**config.mk**
```make
export PLATFORM = sky130hd
export DESIGN_NAME = ocsc_top
export DESIGN_NICKNAME = d
export VERILOG_FILES = /design/src/rtl/ocsc_pkg.sv /design/src/rtl/ocsc_divider.sv /design/src/rtl/ocsc_driver.sv /design/src/rtl/ocsc_top.sv
export SDC_FILE = /design/constraint.sdc
export NUM_CORES = 1
export LEC_CHECK = 0
export BUFFER_PORTS_ARGS = -buffer_cell sky130_fd_sc_hd__buf_2
export CAP_MARGIN = 30
export CORE_MARGIN = 10
export CORE_UTILIZATION = 35
export CTS_CLUSTER_SIZE = 16
export DETAILED_ROUTE_END_ITERATION = 7
export PLACE_DENSITY_LB_ADDON = 0.2
export SYNTH_ARGS = -nofsm -noshare
export SYNTH_HDL_FRONTEND = slang
export SYNTH_HIERARCHICAL = 1
export SYNTH_SLANG_ARGS = --single-unit
```
**constraint.sdc**
```tcl
create_clock -name aclk -period 5.7 [get_ports aclk]
set_input_delay 1.14 -clock aclk [delete_from_list [all_inputs] [get_ports aclk]]
set_output_delay 1.14 -clock aclk [all_outputs]
set_load 0.1 [all_outputs]
```
**src/rtl/ocsc_pkg.sv**
```systemverilog
// Constants and types for the channel six output control block
package ocsc_pkg;

  // Register indices; byte address is four times the index
  localparam logic [7:0] OCSC_IDX_CTL   = 8'h29;
  localparam logic [7:0] OCSC_IDX_DIV   = 8'h2A;
  localparam logic [7:0] OCSC_IDX_STAT  = 8'h2B;

  // Values after reset
  localparam logic [7:0] OCSC_RST_CTL   = 8'h18;
  localparam logic [7:0] OCSC_RST_DIV   = 8'h05;

  // Field positions in the control register
  localparam int         OCSC_SRC_LSB   = 6;
  localparam int         OCSC_FMT_LSB   = 4;
  localparam int         OCSC_M1_LSB    = 2;
  localparam int         OCSC_M2_LSB    = 0;

  // Status register bit positions
  localparam int         OCSC_ST_RUN    = 7;
  localparam int         OCSC_ST_DIVON  = 6;
  localparam int         OCSC_ST_DRVON  = 5;
  localparam int         OCSC_ST_CLK    = 4;

  // AXI responses
  localparam logic [1:0] OCSC_RESP_OKAY = 2'h0;
  localparam logic [1:0] OCSC_RESP_SLV  = 2'h2;

  typedef enum logic [1:0] {
    OCSC_SRC_SYNTH1 = 2'h0,
    OCSC_SRC_SYNTH2 = 2'h1,
    OCSC_SRC_PRIREF = 2'h2,
    OCSC_SRC_SECREF = 2'h3
  } ocsc_src_t;

  typedef enum logic [1:0] {
    OCSC_FMT_OFF  = 2'h0,
    OCSC_FMT_DIFF = 2'h1,
    OCSC_FMT_HCSL = 2'h2,
    OCSC_FMT_CMOS = 2'h3
  } ocsc_fmt_t;

  typedef enum logic [1:0] {
    OCSC_ST_BOOT = 2'h0,
    OCSC_ST_OPER = 2'h1
  } ocsc_state_t;

endpackage

```
**src/rtl/ocsc_divider.sv**
```systemverilog
// Channel divider: divides edges of a sampled source by code plus one
`timescale 1ns/100ps
module ocsc_divider
  import ocsc_pkg::*;
#(
  parameter int CODE_W = 8
)
(
  input  wire logic              aclk,
  input  wire logic              aresetn,
  input  wire logic              src_i,
  input  wire logic              clr_i,
  input  wire logic              bypass_i,
  input  wire logic [CODE_W-1:0] code_i,
  output      logic              clk_o
);

  logic              src_q;
  logic [CODE_W-1:0] cnt_q;
  logic [CODE_W-1:0] cnt_d;
  logic [CODE_W:0]   half;
  logic              rise;

  // Period is code plus one source periods; high for the first half
  assign rise  = src_i & ~src_q;
  assign cnt_d = (cnt_q == code_i) ? '0 : CODE_W'(cnt_q + 1'b1);
  assign half  = ({1'b0, code_i} + 1'b1) >> 1;

  // Previous source level for edge detection
  always_ff @(posedge aclk)
  begin
    if (!aresetn)
      src_q <= 1'b0;
    else
      src_q <= src_i;
  end

  // Edge counter; restarts on a source or ratio change to avoid runt cycles
  always_ff @(posedge aclk)
  begin
    if (!aresetn || clr_i || bypass_i)
      cnt_q <= '0;
    else if (rise)
      cnt_q <= cnt_d;
  end

  // Bypass and ratio one follow the source level directly
  always_ff @(posedge aclk)
  begin
    if (!aresetn)
      clk_o <= 1'b0;
    else if (bypass_i || code_i == '0)
      clk_o <= src_i;
    else if (rise)
      clk_o <= ({1'b0, cnt_d} < half);
  end

endmodule

```
**src/rtl/ocsc_driver.sv**
```systemverilog
// Output driver control: format, tail current, load and pin drive
`timescale 1ns/100ps
module ocsc_driver
  import ocsc_pkg::*;
(
  input  wire logic       aclk,
  input  wire logic       aresetn,
  input  wire logic       clk_i,
  input  wire logic [1:0] fmt_i,
  input  wire logic [1:0] mode1_i,
  input  wire logic [1:0] mode2_i,
  output      logic       out_p,
  output      logic       out_p_oe,
  output      logic       out_n,
  output      logic       out_n_oe,
  output      logic [4:0] tail_ma,
  output      logic [7:0] load_ohm,
  output      logic       drv_on
);

  ocsc_fmt_t fmt;
  assign fmt = ocsc_fmt_t'(fmt_i);

  // One LVCMOS pin: 0 tri-state, 1 low, 2 inverted, 3 true
  function automatic logic [1:0] cmos_pin(input logic [1:0] m, input logic c);
    case (m)
      2'h0:    cmos_pin = 2'b00;
      2'h1:    cmos_pin = 2'b10;
      2'h2:    cmos_pin = {1'b1, ~c};
      default: cmos_pin = {1'b1, c};
    endcase
  endfunction

  // Registered decode of format and modes into driver controls
  always_ff @(posedge aclk)
  begin
    if (!aresetn)
    begin
      {out_p_oe, out_p, out_n_oe, out_n} <= 4'h0;
      tail_ma  <= 5'h00;
      load_ohm <= 8'h00;
      drv_on   <= 1'b0;
    end
    else
    begin
      unique case (fmt)
        OCSC_FMT_OFF:
        begin
          {out_p_oe, out_p, out_n_oe, out_n} <= 4'h0;
          tail_ma  <= 5'h00;
          load_ohm <= 8'h00;
          drv_on   <= 1'b0;
        end
        OCSC_FMT_CMOS:
        begin
          {out_p_oe, out_p} <= cmos_pin(mode1_i, clk_i);
          {out_n_oe, out_n} <= cmos_pin(mode2_i, clk_i);
          tail_ma  <= 5'h00;
          load_ohm <= 8'h00;
          drv_on   <= mode1_i[1] | mode2_i[1];
        end
        default:
        begin
          // Differential pair; HCSL load code 0 floats the pair
          out_p    <= clk_i;
          out_n    <= ~clk_i;
          out_p_oe <= !(fmt == OCSC_FMT_HCSL && mode2_i == 2'h0);
          out_n_oe <= !(fmt == OCSC_FMT_HCSL && mode2_i == 2'h0);
          drv_on   <= 1'b1;
          case (mode1_i)
            2'h0:    tail_ma <= 5'h04;
            2'h1:    tail_ma <= 5'h06;
            2'h2:    tail_ma <= 5'h08;
            default: tail_ma <= (fmt == OCSC_FMT_HCSL) ? 5'h10 : 5'h08;
          endcase
          if (fmt == OCSC_FMT_HCSL)
            case (mode2_i)
              2'h0:    load_ohm <= 8'h00;
              2'h1:    load_ohm <= 8'h32;
              2'h2:    load_ohm <= 8'h64;
              default: load_ohm <= 8'hC8;
            endcase
          else
            load_ohm <= 8'h00;
        end
      endcase
    end
  end

endmodule

```
**src/rtl/ocsc_top.sv**
```systemverilog
// Channel six output control: AXI4-Lite registers, source mux, divider, driver
`timescale 1ns/100ps
module ocsc_top
  import ocsc_pkg::*;
#(
  parameter int ADDR_W = 12
)
(
  input  wire logic              aclk,
  input  wire logic              aresetn,
  // AXI4-Lite write address
  input  wire logic [ADDR_W-1:0] s_axi_awaddr,
  input  wire logic              s_axi_awvalid,
  output      logic              s_axi_awready,
  // AXI4-Lite write data
  input  wire logic [31:0]       s_axi_wdata,
  input  wire logic [3:0]        s_axi_wstrb,
  input  wire logic              s_axi_wvalid,
  output      logic              s_axi_wready,
  // AXI4-Lite write response
  output      logic [1:0]        s_axi_bresp,
  output      logic              s_axi_bvalid,
  input  wire logic              s_axi_bready,
  // AXI4-Lite read address
  input  wire logic [ADDR_W-1:0] s_axi_araddr,
  input  wire logic              s_axi_arvalid,
  output      logic              s_axi_arready,
  // AXI4-Lite read data
  output      logic [31:0]       s_axi_rdata,
  output      logic [1:0]        s_axi_rresp,
  output      logic              s_axi_rvalid,
  input  wire logic              s_axi_rready,
  // Clock sources, sampled on aclk
  input  wire logic              first_synth_loop,
  input  wire logic              second_synth_loop,
  input  wire logic              pri_ref_clk,
  input  wire logic              sec_ref_clk,
  // Nonvolatile startup image
  input  wire logic              nvm_valid,
  input  wire logic [7:0]        nvm_ctl,
  input  wire logic [7:0]        nvm_div,
  // Output pins and driver controls
  output      logic              out_p,
  output      logic              out_p_oe,
  output      logic              out_n,
  output      logic              out_n_oe,
  output      logic [4:0]        tail_ma,
  output      logic [7:0]        load_ohm,
  output      logic              drv_on
);

  // Byte addresses from register indices
  localparam logic [ADDR_W-1:0] ADDR_CTL  = ADDR_W'({OCSC_IDX_CTL, 2'b00});
  localparam logic [ADDR_W-1:0] ADDR_DIV  = ADDR_W'({OCSC_IDX_DIV, 2'b00});
  localparam logic [ADDR_W-1:0] ADDR_STAT = ADDR_W'({OCSC_IDX_STAT, 2'b00});

  ocsc_state_t       state_q;
  logic [7:0]        ctl_q;
  logic [7:0]        div_q;

  logic              aw_held_q;
  logic              w_held_q;
  logic [ADDR_W-1:0] awaddr_q;
  logic [7:0]        wbyte_q;
  logic              wbyte_en_q;
  logic              bvalid_q;
  logic [1:0]        bresp_q;
  logic              rvalid_q;
  logic [31:0]       rdata_q;
  logic [1:0]        rresp_q;

  logic              oper;
  logic              do_write;
  logic              aw_hs;
  logic              w_hs;
  logic              ar_hs;

  ocsc_src_t         src_sel;
  ocsc_src_t         src_prev_q;
  logic [7:0]        div_prev_q;
  logic              src_level;
  logic              use_synth;
  logic              div_clr;
  logic              chan_clk;
  logic [7:0]        status;

  assign oper = (state_q == OCSC_ST_OPER);

  // Startup sequence: one boot cycle to pick up the stored image
  always_ff @(posedge aclk)
  begin
    if (!aresetn)
      state_q <= OCSC_ST_BOOT;
    else
    begin
      unique case (state_q)
        OCSC_ST_BOOT: state_q <= OCSC_ST_OPER;
        OCSC_ST_OPER: state_q <= OCSC_ST_OPER;
        default:      state_q <= OCSC_ST_BOOT;
      endcase
    end
  end

  // Bus handshakes; the slave holds off while booting or answering
  assign s_axi_awready = oper & ~aw_held_q & ~bvalid_q;
  assign s_axi_wready  = oper & ~w_held_q & ~bvalid_q;
  assign s_axi_arready = oper & ~rvalid_q;

  assign aw_hs    = s_axi_awvalid & s_axi_awready;
  assign w_hs     = s_axi_wvalid & s_axi_wready;
  assign ar_hs    = s_axi_arvalid & s_axi_arready;
  assign do_write = aw_held_q & w_held_q & ~bvalid_q;

  // Write address capture; address and data may come in either order
  always_ff @(posedge aclk)
  begin
    if (!aresetn)
    begin
      aw_held_q <= 1'b0;
      awaddr_q  <= '0;
    end
    else if (aw_hs)
    begin
      aw_held_q <= 1'b1;
      awaddr_q  <= s_axi_awaddr;
    end
    else if (do_write)
      aw_held_q <= 1'b0;
  end

  // Write data capture; only the low byte lane carries register bits
  always_ff @(posedge aclk)
  begin
    if (!aresetn)
    begin
      w_held_q   <= 1'b0;
      wbyte_q    <= 8'h00;
      wbyte_en_q <= 1'b0;
    end
    else if (w_hs)
    begin
      w_held_q   <= 1'b1;
      wbyte_q    <= s_axi_wdata[7:0];
      wbyte_en_q <= s_axi_wstrb[0];
    end
    else if (do_write)
      w_held_q <= 1'b0;
  end

  // Write response; unmapped addresses answer with a slave error
  always_ff @(posedge aclk)
  begin
    if (!aresetn)
    begin
      bvalid_q <= 1'b0;
      bresp_q  <= OCSC_RESP_OKAY;
    end
    else if (do_write)
    begin
      bvalid_q <= 1'b1;
      if (awaddr_q == ADDR_CTL || awaddr_q == ADDR_DIV || awaddr_q == ADDR_STAT)
        bresp_q <= OCSC_RESP_OKAY;
      else
        bresp_q <= OCSC_RESP_SLV;
    end
    else if (s_axi_bready)
      bvalid_q <= 1'b0;
  end

  assign s_axi_bvalid = bvalid_q;
  assign s_axi_bresp  = bresp_q;

  // Control register: boot image first, then software writes
  always_ff @(posedge aclk)
  begin
    if (!aresetn)
      ctl_q <= OCSC_RST_CTL;
    else if (state_q == OCSC_ST_BOOT && nvm_valid)
      ctl_q <= nvm_ctl;
    else if (do_write && wbyte_en_q && awaddr_q == ADDR_CTL)
      ctl_q <= wbyte_q;
  end

  // Divider register, same load order as control
  always_ff @(posedge aclk)
  begin
    if (!aresetn)
      div_q <= OCSC_RST_DIV;
    else if (state_q == OCSC_ST_BOOT && nvm_valid)
      div_q <= nvm_div;
    else if (do_write && wbyte_en_q && awaddr_q == ADDR_DIV)
      div_q <= wbyte_q;
  end

  // Status is read-only; writes to it are accepted and dropped
  assign status = {oper, use_synth, drv_on, chan_clk, 4'h0};

  // Read path; data is registered at the address handshake
  always_ff @(posedge aclk)
  begin
    if (!aresetn)
    begin
      rvalid_q <= 1'b0;
      rdata_q  <= 32'h0000_0000;
      rresp_q  <= OCSC_RESP_OKAY;
    end
    else if (ar_hs)
    begin
      rvalid_q <= 1'b1;
      rresp_q  <= OCSC_RESP_OKAY;
      if (s_axi_araddr == ADDR_CTL)
        rdata_q <= {24'h00_0000, ctl_q};
      else if (s_axi_araddr == ADDR_DIV)
        rdata_q <= {24'h00_0000, div_q};
      else if (s_axi_araddr == ADDR_STAT)
        rdata_q <= {24'h00_0000, status};
      else
      begin
        rdata_q <= 32'h0000_0000;
        rresp_q <= OCSC_RESP_SLV;
      end
    end
    else if (s_axi_rready)
      rvalid_q <= 1'b0;
  end

  assign s_axi_rvalid = rvalid_q;
  assign s_axi_rdata  = rdata_q;
  assign s_axi_rresp  = rresp_q;

  // Source mux
  assign src_sel = ocsc_src_t'(ctl_q[OCSC_SRC_LSB +: 2]);

  always_comb
  begin
    unique case (src_sel)
      OCSC_SRC_SYNTH1: src_level = first_synth_loop;
      OCSC_SRC_SYNTH2: src_level = second_synth_loop;
      OCSC_SRC_PRIREF: src_level = pri_ref_clk;
      OCSC_SRC_SECREF: src_level = sec_ref_clk;
    endcase
  end

  // Divider only on synth paths; references skip it
  assign use_synth = (src_sel == OCSC_SRC_SYNTH1) || (src_sel == OCSC_SRC_SYNTH2);

  // Track setting changes so the divider restarts cleanly
  always_ff @(posedge aclk)
  begin
    if (!aresetn)
    begin
      src_prev_q <= OCSC_SRC_SYNTH1;
      div_prev_q <= OCSC_RST_DIV;
    end
    else
    begin
      src_prev_q <= src_sel;
      div_prev_q <= div_q;
    end
  end

  assign div_clr = (src_prev_q != src_sel) || (div_prev_q != div_q);

  // Channel divider; sample-based, so usable source rates go up to aclk / 2
  ocsc_divider #(
    .CODE_W   (8)
  ) u_div (
    .aclk     (aclk),
    .aresetn  (aresetn),
    .src_i    (src_level),
    .clr_i    (div_clr),
    .bypass_i (~use_synth),
    .code_i   (div_q),
    .clk_o    (chan_clk)
  );

  // Output driver decode
  ocsc_driver u_drv (
    .aclk     (aclk),
    .aresetn  (aresetn),
    .clk_i    (chan_clk),
    .fmt_i    (ctl_q[OCSC_FMT_LSB +: 2]),
    .mode1_i  (ctl_q[OCSC_M1_LSB +: 2]),
    .mode2_i  (ctl_q[OCSC_M2_LSB +: 2]),
    .out_p    (out_p),
    .out_p_oe (out_p_oe),
    .out_n    (out_n),
    .out_n_oe (out_n_oe),
    .tail_ma  (tail_ma),
    .load_ohm (load_ohm),
    .drv_on   (drv_on)
  );

endmodule

```
# After elaboration in Yosys (flattened, before gate mapping)

Index checks and enable logic that the tools add are counted.
W data, S select, Z words.

Add/subtract/negate cells: 2
Order comparisons: 1
Equal/unequal tests: 19
Muxes and demuxes: 33
Bitwise gates (word level): 21
Reduce and logical (&&, ||, !) cells: 30

Operators with widths:

| kind                  | count |
|---|---|
| $eq A12 B8 Y1 const B | 6 |
| $mux W8               | 8 |
| $pmux W8 S3           | 1 |
| $pmux W5 S3           | 1 |
| $reduce_bool A2 Y1    | 7 |
| $eq A2 B2 Y1 const B  | 6 |
| $pmux W2 S3           | 2 |
| $and A1 B1 Y1         | 11 |
| $logic_not A2 Y1      | 5 |
| $mux W1               | 10 |
| $pmux W1 S2           | 5 |
| $add A8 B1 Y9 const B | 1 |
| $not A1 Y1            | 9 |
| $add A8 B1 Y8 const B | 1 |
| $eq A2 B1 Y1 const B  | 4 |
| $eq A8 B8 Y1          | 1 |
| $logic_not A8 Y1      | 1 |
| $lt A8 B8 Y1          | 1 |
| $mux W2               | 4 |
| $ne A8 B8 Y1          | 1 |
| $logic_or A1 B1 Y1    | 7 |
| $logic_and A1 B1 Y1   | 5 |
| $mux W5               | 1 |
| $pmux W1 S4           | 1 |
| other kinds (6)       | 7 |

Flip-flop bits (word level): 117
Bits of input ports: 88
Logic and storage cells: 131

# Logic depth before layout (Yosys ltp)

Gate-level depths: netlist of the first run.

Word-level depth: 6
Gate-level depth with buffers: 10

# Cells and area by module

The synthesis of the first run kept the hierarchy.

Modules (own cells, without submodules):

| module       | instances | cells an instance | area each (µm²) | sequential area each (µm²) |
|---|---|---|---|---|
| ocsc_top     | 1         | 318               | 2929.1          | 1241.2 |
| ocsc_divider | 1         | 140               | 1097.3          | 200.2 |
| ocsc_driver  | 1         | 62                | 639.4           | 280.3 |

# Least setup slack after synthesis of the first run

Ideal clock, no wire load.

Path kind: reg2out
Start: register bvalid_q, in the netlist s_axi_bvalid
End: output port s_axi_awready
Data arrival time: 3111 ps
Setup slack: 1449 ps
Stages on the path, launching flop included: 2
Path buffers: 0
Cells stage by stage: dfxtp_1 > nor3b_1

Cells in the longest elaborated chain, start to end: 2

Ends and longest elaborated chain:

| what                     | line            | text |
|---|---|---|
| start: declaration       | ocsc_top.sv:66  | `logic bvalid_q;` |
| start signal: assignment | ocsc_top.sv:155 | `bvalid_q <= 1'b0;` |
| start signal: assignment | ocsc_top.sv:160 | `bvalid_q <= 1'b1;` |
| start signal: assignment | ocsc_top.sv:167 | `bvalid_q <= 1'b0;` |
| $not A1 Y1               | ocsc_top.sv:105 | `assign s_axi_awready = oper & ~aw_held_q & ~bvalid_q;` |
| $and A1 B1 Y1            | ocsc_top.sv:105 |  |
| end: declaration         | ocsc_top.sv:14  | `output logic s_axi_awready,` |

No other way between the ends.

# Final worst setup path of the first run

Start: input port s_axi_araddr[6]
End: register rdata_q[6], in the netlist s_axi_rdata[6]

Cells in the longest elaborated chain, start to end: 4
Elaborated cells on any way between the ends: 6
Those cells by class: 3 x eq/ne; 3 x mux

Ends and longest elaborated chain:

| what                   | line            | text |
|---|---|---|
| start: declaration     | ocsc_top.sv:25  | `input wire logic [ADDR_W-1:0] s_axi_araddr,` |
| $eq A12 B8 Y1          | ocsc_top.sv:215 | `else if (s_axi_araddr == ADDR_STAT)` |
| $mux W8                | ocsc_top.sv:215 |  |
| $mux W8                | ocsc_top.sv:213 | `else if (s_axi_araddr == ADDR_DIV)` |
| $mux W8 (*)            | ocsc_top.sv:211 | `if (s_axi_araddr == ADDR_CTL)` |
| end signal: assignment | ocsc_top.sv:212 | `rdata_q <= {24'h00_0000, ctl_q};` |
| end signal: assignment | ocsc_top.sv:214 | `rdata_q <= {24'h00_0000, div_q};` |
| end signal: assignment | ocsc_top.sv:216 | `rdata_q <= {24'h00_0000, status};` |
| end: declaration       | ocsc_top.sv:69  | `logic [31:0] rdata_q;` |

Mark *: on every way between the ends. The rest lies on a longest branch, timed or not.
A chain may end at the register's enable or synchronous reset.

==> flow_metrics.py, run 1 <==
metrics = {
    "route": {
        "drc": 0,
        "dr_total_vias": 3769,
        "via_per_inst": 4.870,
        "wl_per_cell_um": 15.10,
        "postRouteAntennaNets": 0,
        "dr.pass1.iters": 4,
        "initialDrtViolationCount": 175,
        "drt-total-wl_um": 11680,
    },
    "layout": {
        "utilization_pct": 41.33,
        "drive_above_1_share_pct": 23.58,
        "nets": 699,
        "diodes": 0,
        "syn_to_final_growth_pct": 16.39,
        "layout.cells.non_filler": 774,
        "final_area_um2": 5430,
        "fillers": 1332,
    },
    "worst_setup_path": {
        "reg2regPathDepth": 9,
        "cp-start-kind": "primary input",
        "cp.required_ns": 5.99,
        "setup.worst_path.class": "primary input to register",
        "startpoint": "s_axi_araddr[6]",
        "arrival_ns": 3.12,
        "cp-end-kind": "register",
        "crit_fanout": 9,
        "r2r-start": "div_q[4]",
    },
    "floorplan": {
        "std_cell_rows": 42,
        "dieArea_um2": 18350,
        "die_x_um": 135.5,
        "initial_core_util_pct": 35.51,
        "die_h_um": 135.5,
        "core_area_um2": 13140,
        "ios": 147,
    },
    "clocking": {
        "cts_tree": "built",
        "cts_resized": 0,
        "post_cts_buffers": 0,
        "clockBufferDepth": 2,
        "clk_latency_ns": 0.35,
        "cts_sinks": 86,
        "numCtsBuffers": 9,
        "cts_max_level": 3,
        "cts-root-buf": "clkbuf_16",
        "cts.clk_slew.worst_paths_ns": 0.07,
        "cts_hold_buf": 0,
    },
    "sta": {
        "fin_setup_tns_ns": 0,
        "relSlewSlack_pct": 32.55,
        "skew_ns": 0.008803,
        "period_needed_ns": 2.829,
        "max_freq_mhz": 353.5,
        "setup_viol": 0,
        "rsz0062_at_grt": "false",
        "tightestPinTransition_ns": 1.003,
        "hold_violations": 0,
        "hold_ws_ns": 0.4645,
        "slew_viol_final": 0,
        "fin_crit_sh_pct": 49.62,
    },
    "placement": {
        "place.gp.congestion": 0.8256,
        "dp.cells": 758,
        "dp_hpwl_um": 8996,
        "portBuffers": 91,
        "placed_cell_area_um2": 5101,
    },
    "grt": {
        "grt_start_max_net_pins": 43,
        "antenna_found_initial": 0,
        "grt_pass1_wl_um": 19000,
        "gr-usage-all-layers_pct": 12.95,
        "grt_pass1_vias": 3843,
        "grt_overflow_total": 0,
    },
    "synthesis": {
        "async_reset_ff_share_pct": 0,
        "ys_seq_area_share_pct": 36.90,
        "synth_cell_types": 62,
        "yosysWarnings": 6,
        "synth_area_um2": 4666,
        "synth_edf_count": 0,
        "synth-seq-cells": 86,
        "synth_flop_cell": "dfxtp_1",
        "synthCells": 520,
        "syn_avg_cell_area_um2": 8.973,
    },
    "worst_hold_path": {
        "min_from": "awaddr_q[0]",
        "holdCritPathClass": "register to register",
        "min_path_cells": 2,
    },
    "power_and_ir_drop": {
        "power_density_nw_per_um2": 302.7,
        "p_leak_nw": 2.285,
        "vdd_drop_max_mv": 0.1213,
    },
    "outcome": {
        "status": "completed",
    },
    "run": {
        "cap_violations": 0,
    },
}
[layout make-up]
| class | count | area, um2 | area share [%] |
|---|---|---|---|
| Clock buffer | 9 | 225.2 | 4.147 |
| Clock inverter | 7 | 103.9 | 1.912 |
| Inverter | 12 | 45.04 | 0.8295 |
| Multi-Input combinational cell | 391 | 2624 | 48.32 |
| Sequential cell | 86 | 1722 | 31.71 |
| Tap cell | 176 | 220.2 | 4.055 |
| Timing Repair Buffer | 93 | 490.5 | 9.032 |
[registers in the layout, indices dropped and copies added, names as in the netlist, 2 cells and up]
register and flops:
awaddr_q 12, u_drv/tail_ma 4, u_drv/load_ohm 5, wbyte_q 8, s_axi_rdata 8, div_prev_q 8
src_prev_q 2, div_q 8, u_div/cnt_q 8, ctl_q 8
[where the power goes]
| part | internal, W | switching, W | total [W] |
|---|---|---|---|
| logic | 0.0000785 | 0.000248 | 0.000326 |
| clock network | 0.000391 | 0.000266 | 0.000656 |
| registers | 0.000630 | 0.0000311 | 0.000661 |
[Yosys cell counts (all sizes together), types with 2 or more instances]
cell type,n,area (um2)
a21boi,29,221.5
a21oi,28,140.1
a221oi,3,26.28
and2,19,120.1
and4b,2,20.02
buf,39,304.0
clkbuf,18,68.81
conb,2,7.510
dfxtp,86,1722
ha,18,225.2
inv,12,45.04
mux2,11,123.9
mux2i,15,150.1
nand2,64,240.2
nand2b,11,68.82
nand3,10,50.05
nand3b,4,30.03
nand4,7,62.56
nand4b,2,17.52
nor2,17,63.81
nor2b,10,62.56
nor3,10,50.05
nor3b,5,37.54
nor4,9,75.08
nor4b,3,41.29
nor4bb,2,20.02
o211ai,2,15.01
o21a,6,45.04
o21ai,22,113.9
o22a,4,40.04
o22ai,6,37.54
or3,2,12.51
or4,2,15.01
or4b,3,33.78
xnor2,13,121.4
xor2,12,105.1
[worst max-delay path, cell delays in order]
cell and delay [ns]:
buf_2 0.09, or4b_2 0.70, nor4_2 0.80, a221oi_1 0.24, nor2_1 0.14
[through the flow]
step                      setup WS (ns)  total power, W
after global routing              2.756        0.001712
after global placement            2.516       0.0009956
after CTS                         2.866        0.001661
after floorplan                   1.449       0.0009510
final                             2.871        0.001644
after detailed placement          2.490        0.001002
[per-layer routing]
metal | routed length, um | GRT usage, % | vias to the layer above
li1 | - | - | 1912
met1 | 5583 | 16.40 | 1728
met4 | 213 | 5.861 | 0
met5 | 0 | 0 | -
met3 | 801 | 3.672 | 14
met2 | 5086 | 19.97 | 115
[logic make-up after synthesis]
logic type / share of synthesized area (%)
AOI/OAI and AO/OA: 15.10
xor gates and xnor gates: 4.854
adders and majority gates: 4.827
buffers and inverters: 8.956
DFF: 36.90
muxes: 6.355
other: 0.1610
and+or+nand+nor: 22.85
[path summary, 6_finish.rpt]
check                         to  slack (ns)
hold reg to reg      awaddr_q[0]        0.46
setup / recovery  s_axi_rdata[6]        2.87
hold / removal       awaddr_q[0]        0.46
setup reg to reg     u_div/clk_o        3.07
[cells in the final DEF, fill, tap and decap left out, types with 4 or more instances in the layout]
| master | netlist | layout |
|---|---|---|
| a21boi_0 | 26 | 26 |
| a21oi_1 | 28 | 28 |
| nor2b_1 | 10 | 10 |
| nor3b_1 | 5 | 5 |
| clkbuf_16 | 0 | 9 |
| ha_1 | 18 | 18 |
| inv_1 | 12 | 12 |
| dfxtp_1 | 86 | 86 |
| nand3b_1 | 4 | 4 |
| conb_1 | 2 | 28 |
| o22a_2 | 4 | 4 |
| buf_2 | 3 | 91 |
| nor3_1 | 10 | 10 |
| nor4_1 | 6 | 6 |
| mux2_2 | 11 | 11 |
| nor2_1 | 17 | 17 |
| mux2i_1 | 15 | 15 |
| nand4_1 | 4 | 4 |
| and2_1 | 18 | 18 |
| nand3_1 | 10 | 10 |
| xnor2_1 | 12 | 12 |
| nand2_1 | 64 | 64 |
| xor2_1 | 12 | 12 |
| nand2b_1 | 11 | 11 |
| o21a_1 | 6 | 6 |
| o21ai_0 | 19 | 19 |
| o22ai_1 | 6 | 6 |
(Power assumes the default switching activity.)
==> run 2, diff against run 1 <==
==> constraint.sdc (replaced) <==
create_clock -name aclk -period 2.7 [get_ports aclk]
set_input_delay 0.54 -clock aclk [delete_from_list [all_inputs] [get_ports aclk]]
set_output_delay 0.54 -clock aclk [all_outputs]
set_load 0.1 [all_outputs]
==> flow_metrics.py, run 2 (same netlist as run 1, synthesis figures left out) <==
metrics = {
    "grt": {
        "antenna_found_initial": 0,
        "grt_pass1_vias": 3832,
        "grt_overflow_total": 0,
        "grt_pass1_wl_um": 19530,
        "gr-usage-all-layers_pct": 12.89,
        "grt_start_max_net_pins": 40,
    },
    "worst_setup_path": {
        "cp-start-kind": "register",
        "arrival_ns": 2.68,
        "slowest_stage": "or4_1",
        "cpPeakStageDelay_ns": 0.58,
        "crit_family": "simple AND/OR/NAND/NOR gates",
        "cp.required_ns": 2.92,
        "crit_fanout": 8,
        "worstPathCellList": "or4_1 > or4b_4 > o31ai_4 > mux2_2",
        "reg2regPathDepth": 4,
        "setup.worst_path.class": "register to register",
        "cp-end-kind": "register",
        "crit_cells": 4,
        "path_buf_inv": 0,
    },
    "layout": {
        "diodes": 0,
        "multiInputGateArea_um2": 2648,
        "regMostFlops": "awaddr_q",
        "syn_to_final_growth_pct": 18.66,
        "utilization_pct": 42.14,
        "nets": 715,
        "largest_reg_flops": 12,
        "layout_common_cells": "91 x buf_2, 85 x dfxtp_1, 64 x nand2_1",
        "final_common_cell": "buf_2",
        "fillers": 1343,
        "seq_area_um2": 1723,
        "layout.cells.non_filler": 790,
        "drive_above_1_share_pct": 26.22,
    },
    "sta": {
        "tightestPinTransition_ns": 0.8998,
        "slew_viol_final": 0,
        "skew_ns": 0.007539,
        "fin_crit_sh_pct": 90.94,
        "rsz0062_at_grt": "false",
        "setup_viol": 0,
        "relSlewSlack_pct": 40.01,
        "period_needed_ns": 2.455,
        "hold_violations": 0,
        "max_freq_mhz": 407.3,
    },
    "worst_hold_path": {
        "min_path_cells": 3,
        "holdCritPathClass": "primary input to register",
    },
    "route": {
        "dr_total_vias": 3759,
        "via_per_inst": 4.758,
        "initialDrtViolationCount": 226,
        "drc": 0,
        "wl_per_cell_um": 14.90,
        "drt-total-wl_um": 11770,
        "postRouteAntennaNets": 0,
        "dr.pass1.iters": 4,
    },
    "clocking": {
        "clk_latency_ns": 0.34,
        "cts.clk_slew.worst_paths_ns": 0.07,
        "numCtsBuffers": 9,
        "cts_sinks": 86,
        "clockBufferDepth": 2,
        "cts_max_level": 3,
        "cts-root-buf": "clkbuf_16",
        "cts_tree": "built",
    },
    "power_and_ir_drop": {
        "power_density_nw_per_um2": 609.6,
        "vdd_drop_max_mv": 0.3489,
        "p_leak_nw": 2.353,
    },
    "outcome": {
        "status": "completed",
    },
    "floorplan": {
        "core_area_um2": 13140,
        "initial_core_util_pct": 35.51,
        "die_x_um": 135.5,
        "ios": 147,
        "die_h_um": 135.5,
        "dieArea_um2": 18350,
        "std_cell_rows": 42,
    },
    "placement": {
        "dp.cells": 774,
        "place.gp.congestion": 0.8160,
        "dp_hpwl_um": 9220,
        "portBuffers": 91,
    },
    "run": {
        "cap_violations": 0,
    },
}
## run 2: cell types whose count changed in the layout (fill, tap and decap cells not counted), sizes merged
cell and delta:
buf +16, bufinv -1, clkbuf +3, clkinv -1, clkinvlp +1, inv -2
## run 2: final timing paths
check / start / to / slack [ns]
hold / removal: s_axi_wdata[5] / wbyte_q[5] / 0.45
setup reg to reg: awaddr_q[11] / div_q[4] / 0.24
hold reg to reg: awaddr_q[11] / awaddr_q[11] / 0.46
setup / recovery: awaddr_q[11] / div_q[4] / 0.24
## run 2: timing repair
action | in CTS | in global routing
buffers inserted | 0 | 0
hold buffers | 0 | 0
endpoints found under the hold margin | 0 | 0
setup endpoints to repair | 0 | 1
gates resized for setup | 0 | 2
## run 2: through the flow
step	cell area, um2	setup slack (ns)	hold slack (ns)	power, W	setup TNS (ns)
2_1_floorplan	4782	-0.2124	0.4379	0.002011	-2.084
3_3_place_gp	5220	0.2507	0.4501	0.002120	0
3_5_place_dp	5220	0.1950	0.4557	0.002127	0
4_1_cts	5530	0.1756	0.4407	0.003414	0
5_1_grt	5537	0.05047	0.4494	0.003517	0
6_report	5537	0.2447	0.4466	0.003375	0
## run 2: layout make-up
type | count | area share (%)
Multi-Input combinational cell | 391 | 47.82
Sequential cell | 86 | 31.12
Timing Repair Buffer | 109 | 10.67
Clock buffer | 12 | 4.633
Tap cell | 176 | 3.977
Clock inverter | 4 | 0.9718
Inverter | 12 | 0.8136
## run 2: layer usage
metal | global-route usage, % | share of wire, % | up-vias | wire [um]
li1 | - | - | 1931 | -
met1 | 16.88 | 48 | 1710 | 5631
met2 | 20.08 | 44 | 106 | 5187
met3 | 3.858 | 7.1 | 12 | 830
met4 | 3.589 | 1.0 | 0 | 123
met5 | 0 | 0 | - | 0
## run 2: where the power goes
part,internal [W],switching (W),leakage [nW]
registers,0.00133,0.0000554,0.703
clock network,0.000771,0.000506,0.145
logic,0.000175,0.000536,1.50
total,0.00228,0.00110,2.35
## run 2: worst register-to-register path, delay by kind of cell, from the launching register on
kind             cells  cell delay, ns
flip-flops           1            0.31
AND/OR/NAND/NOR      2            1.15
AO/OA/AOI/OAI        1            0.49
multiplexers         1            0.39
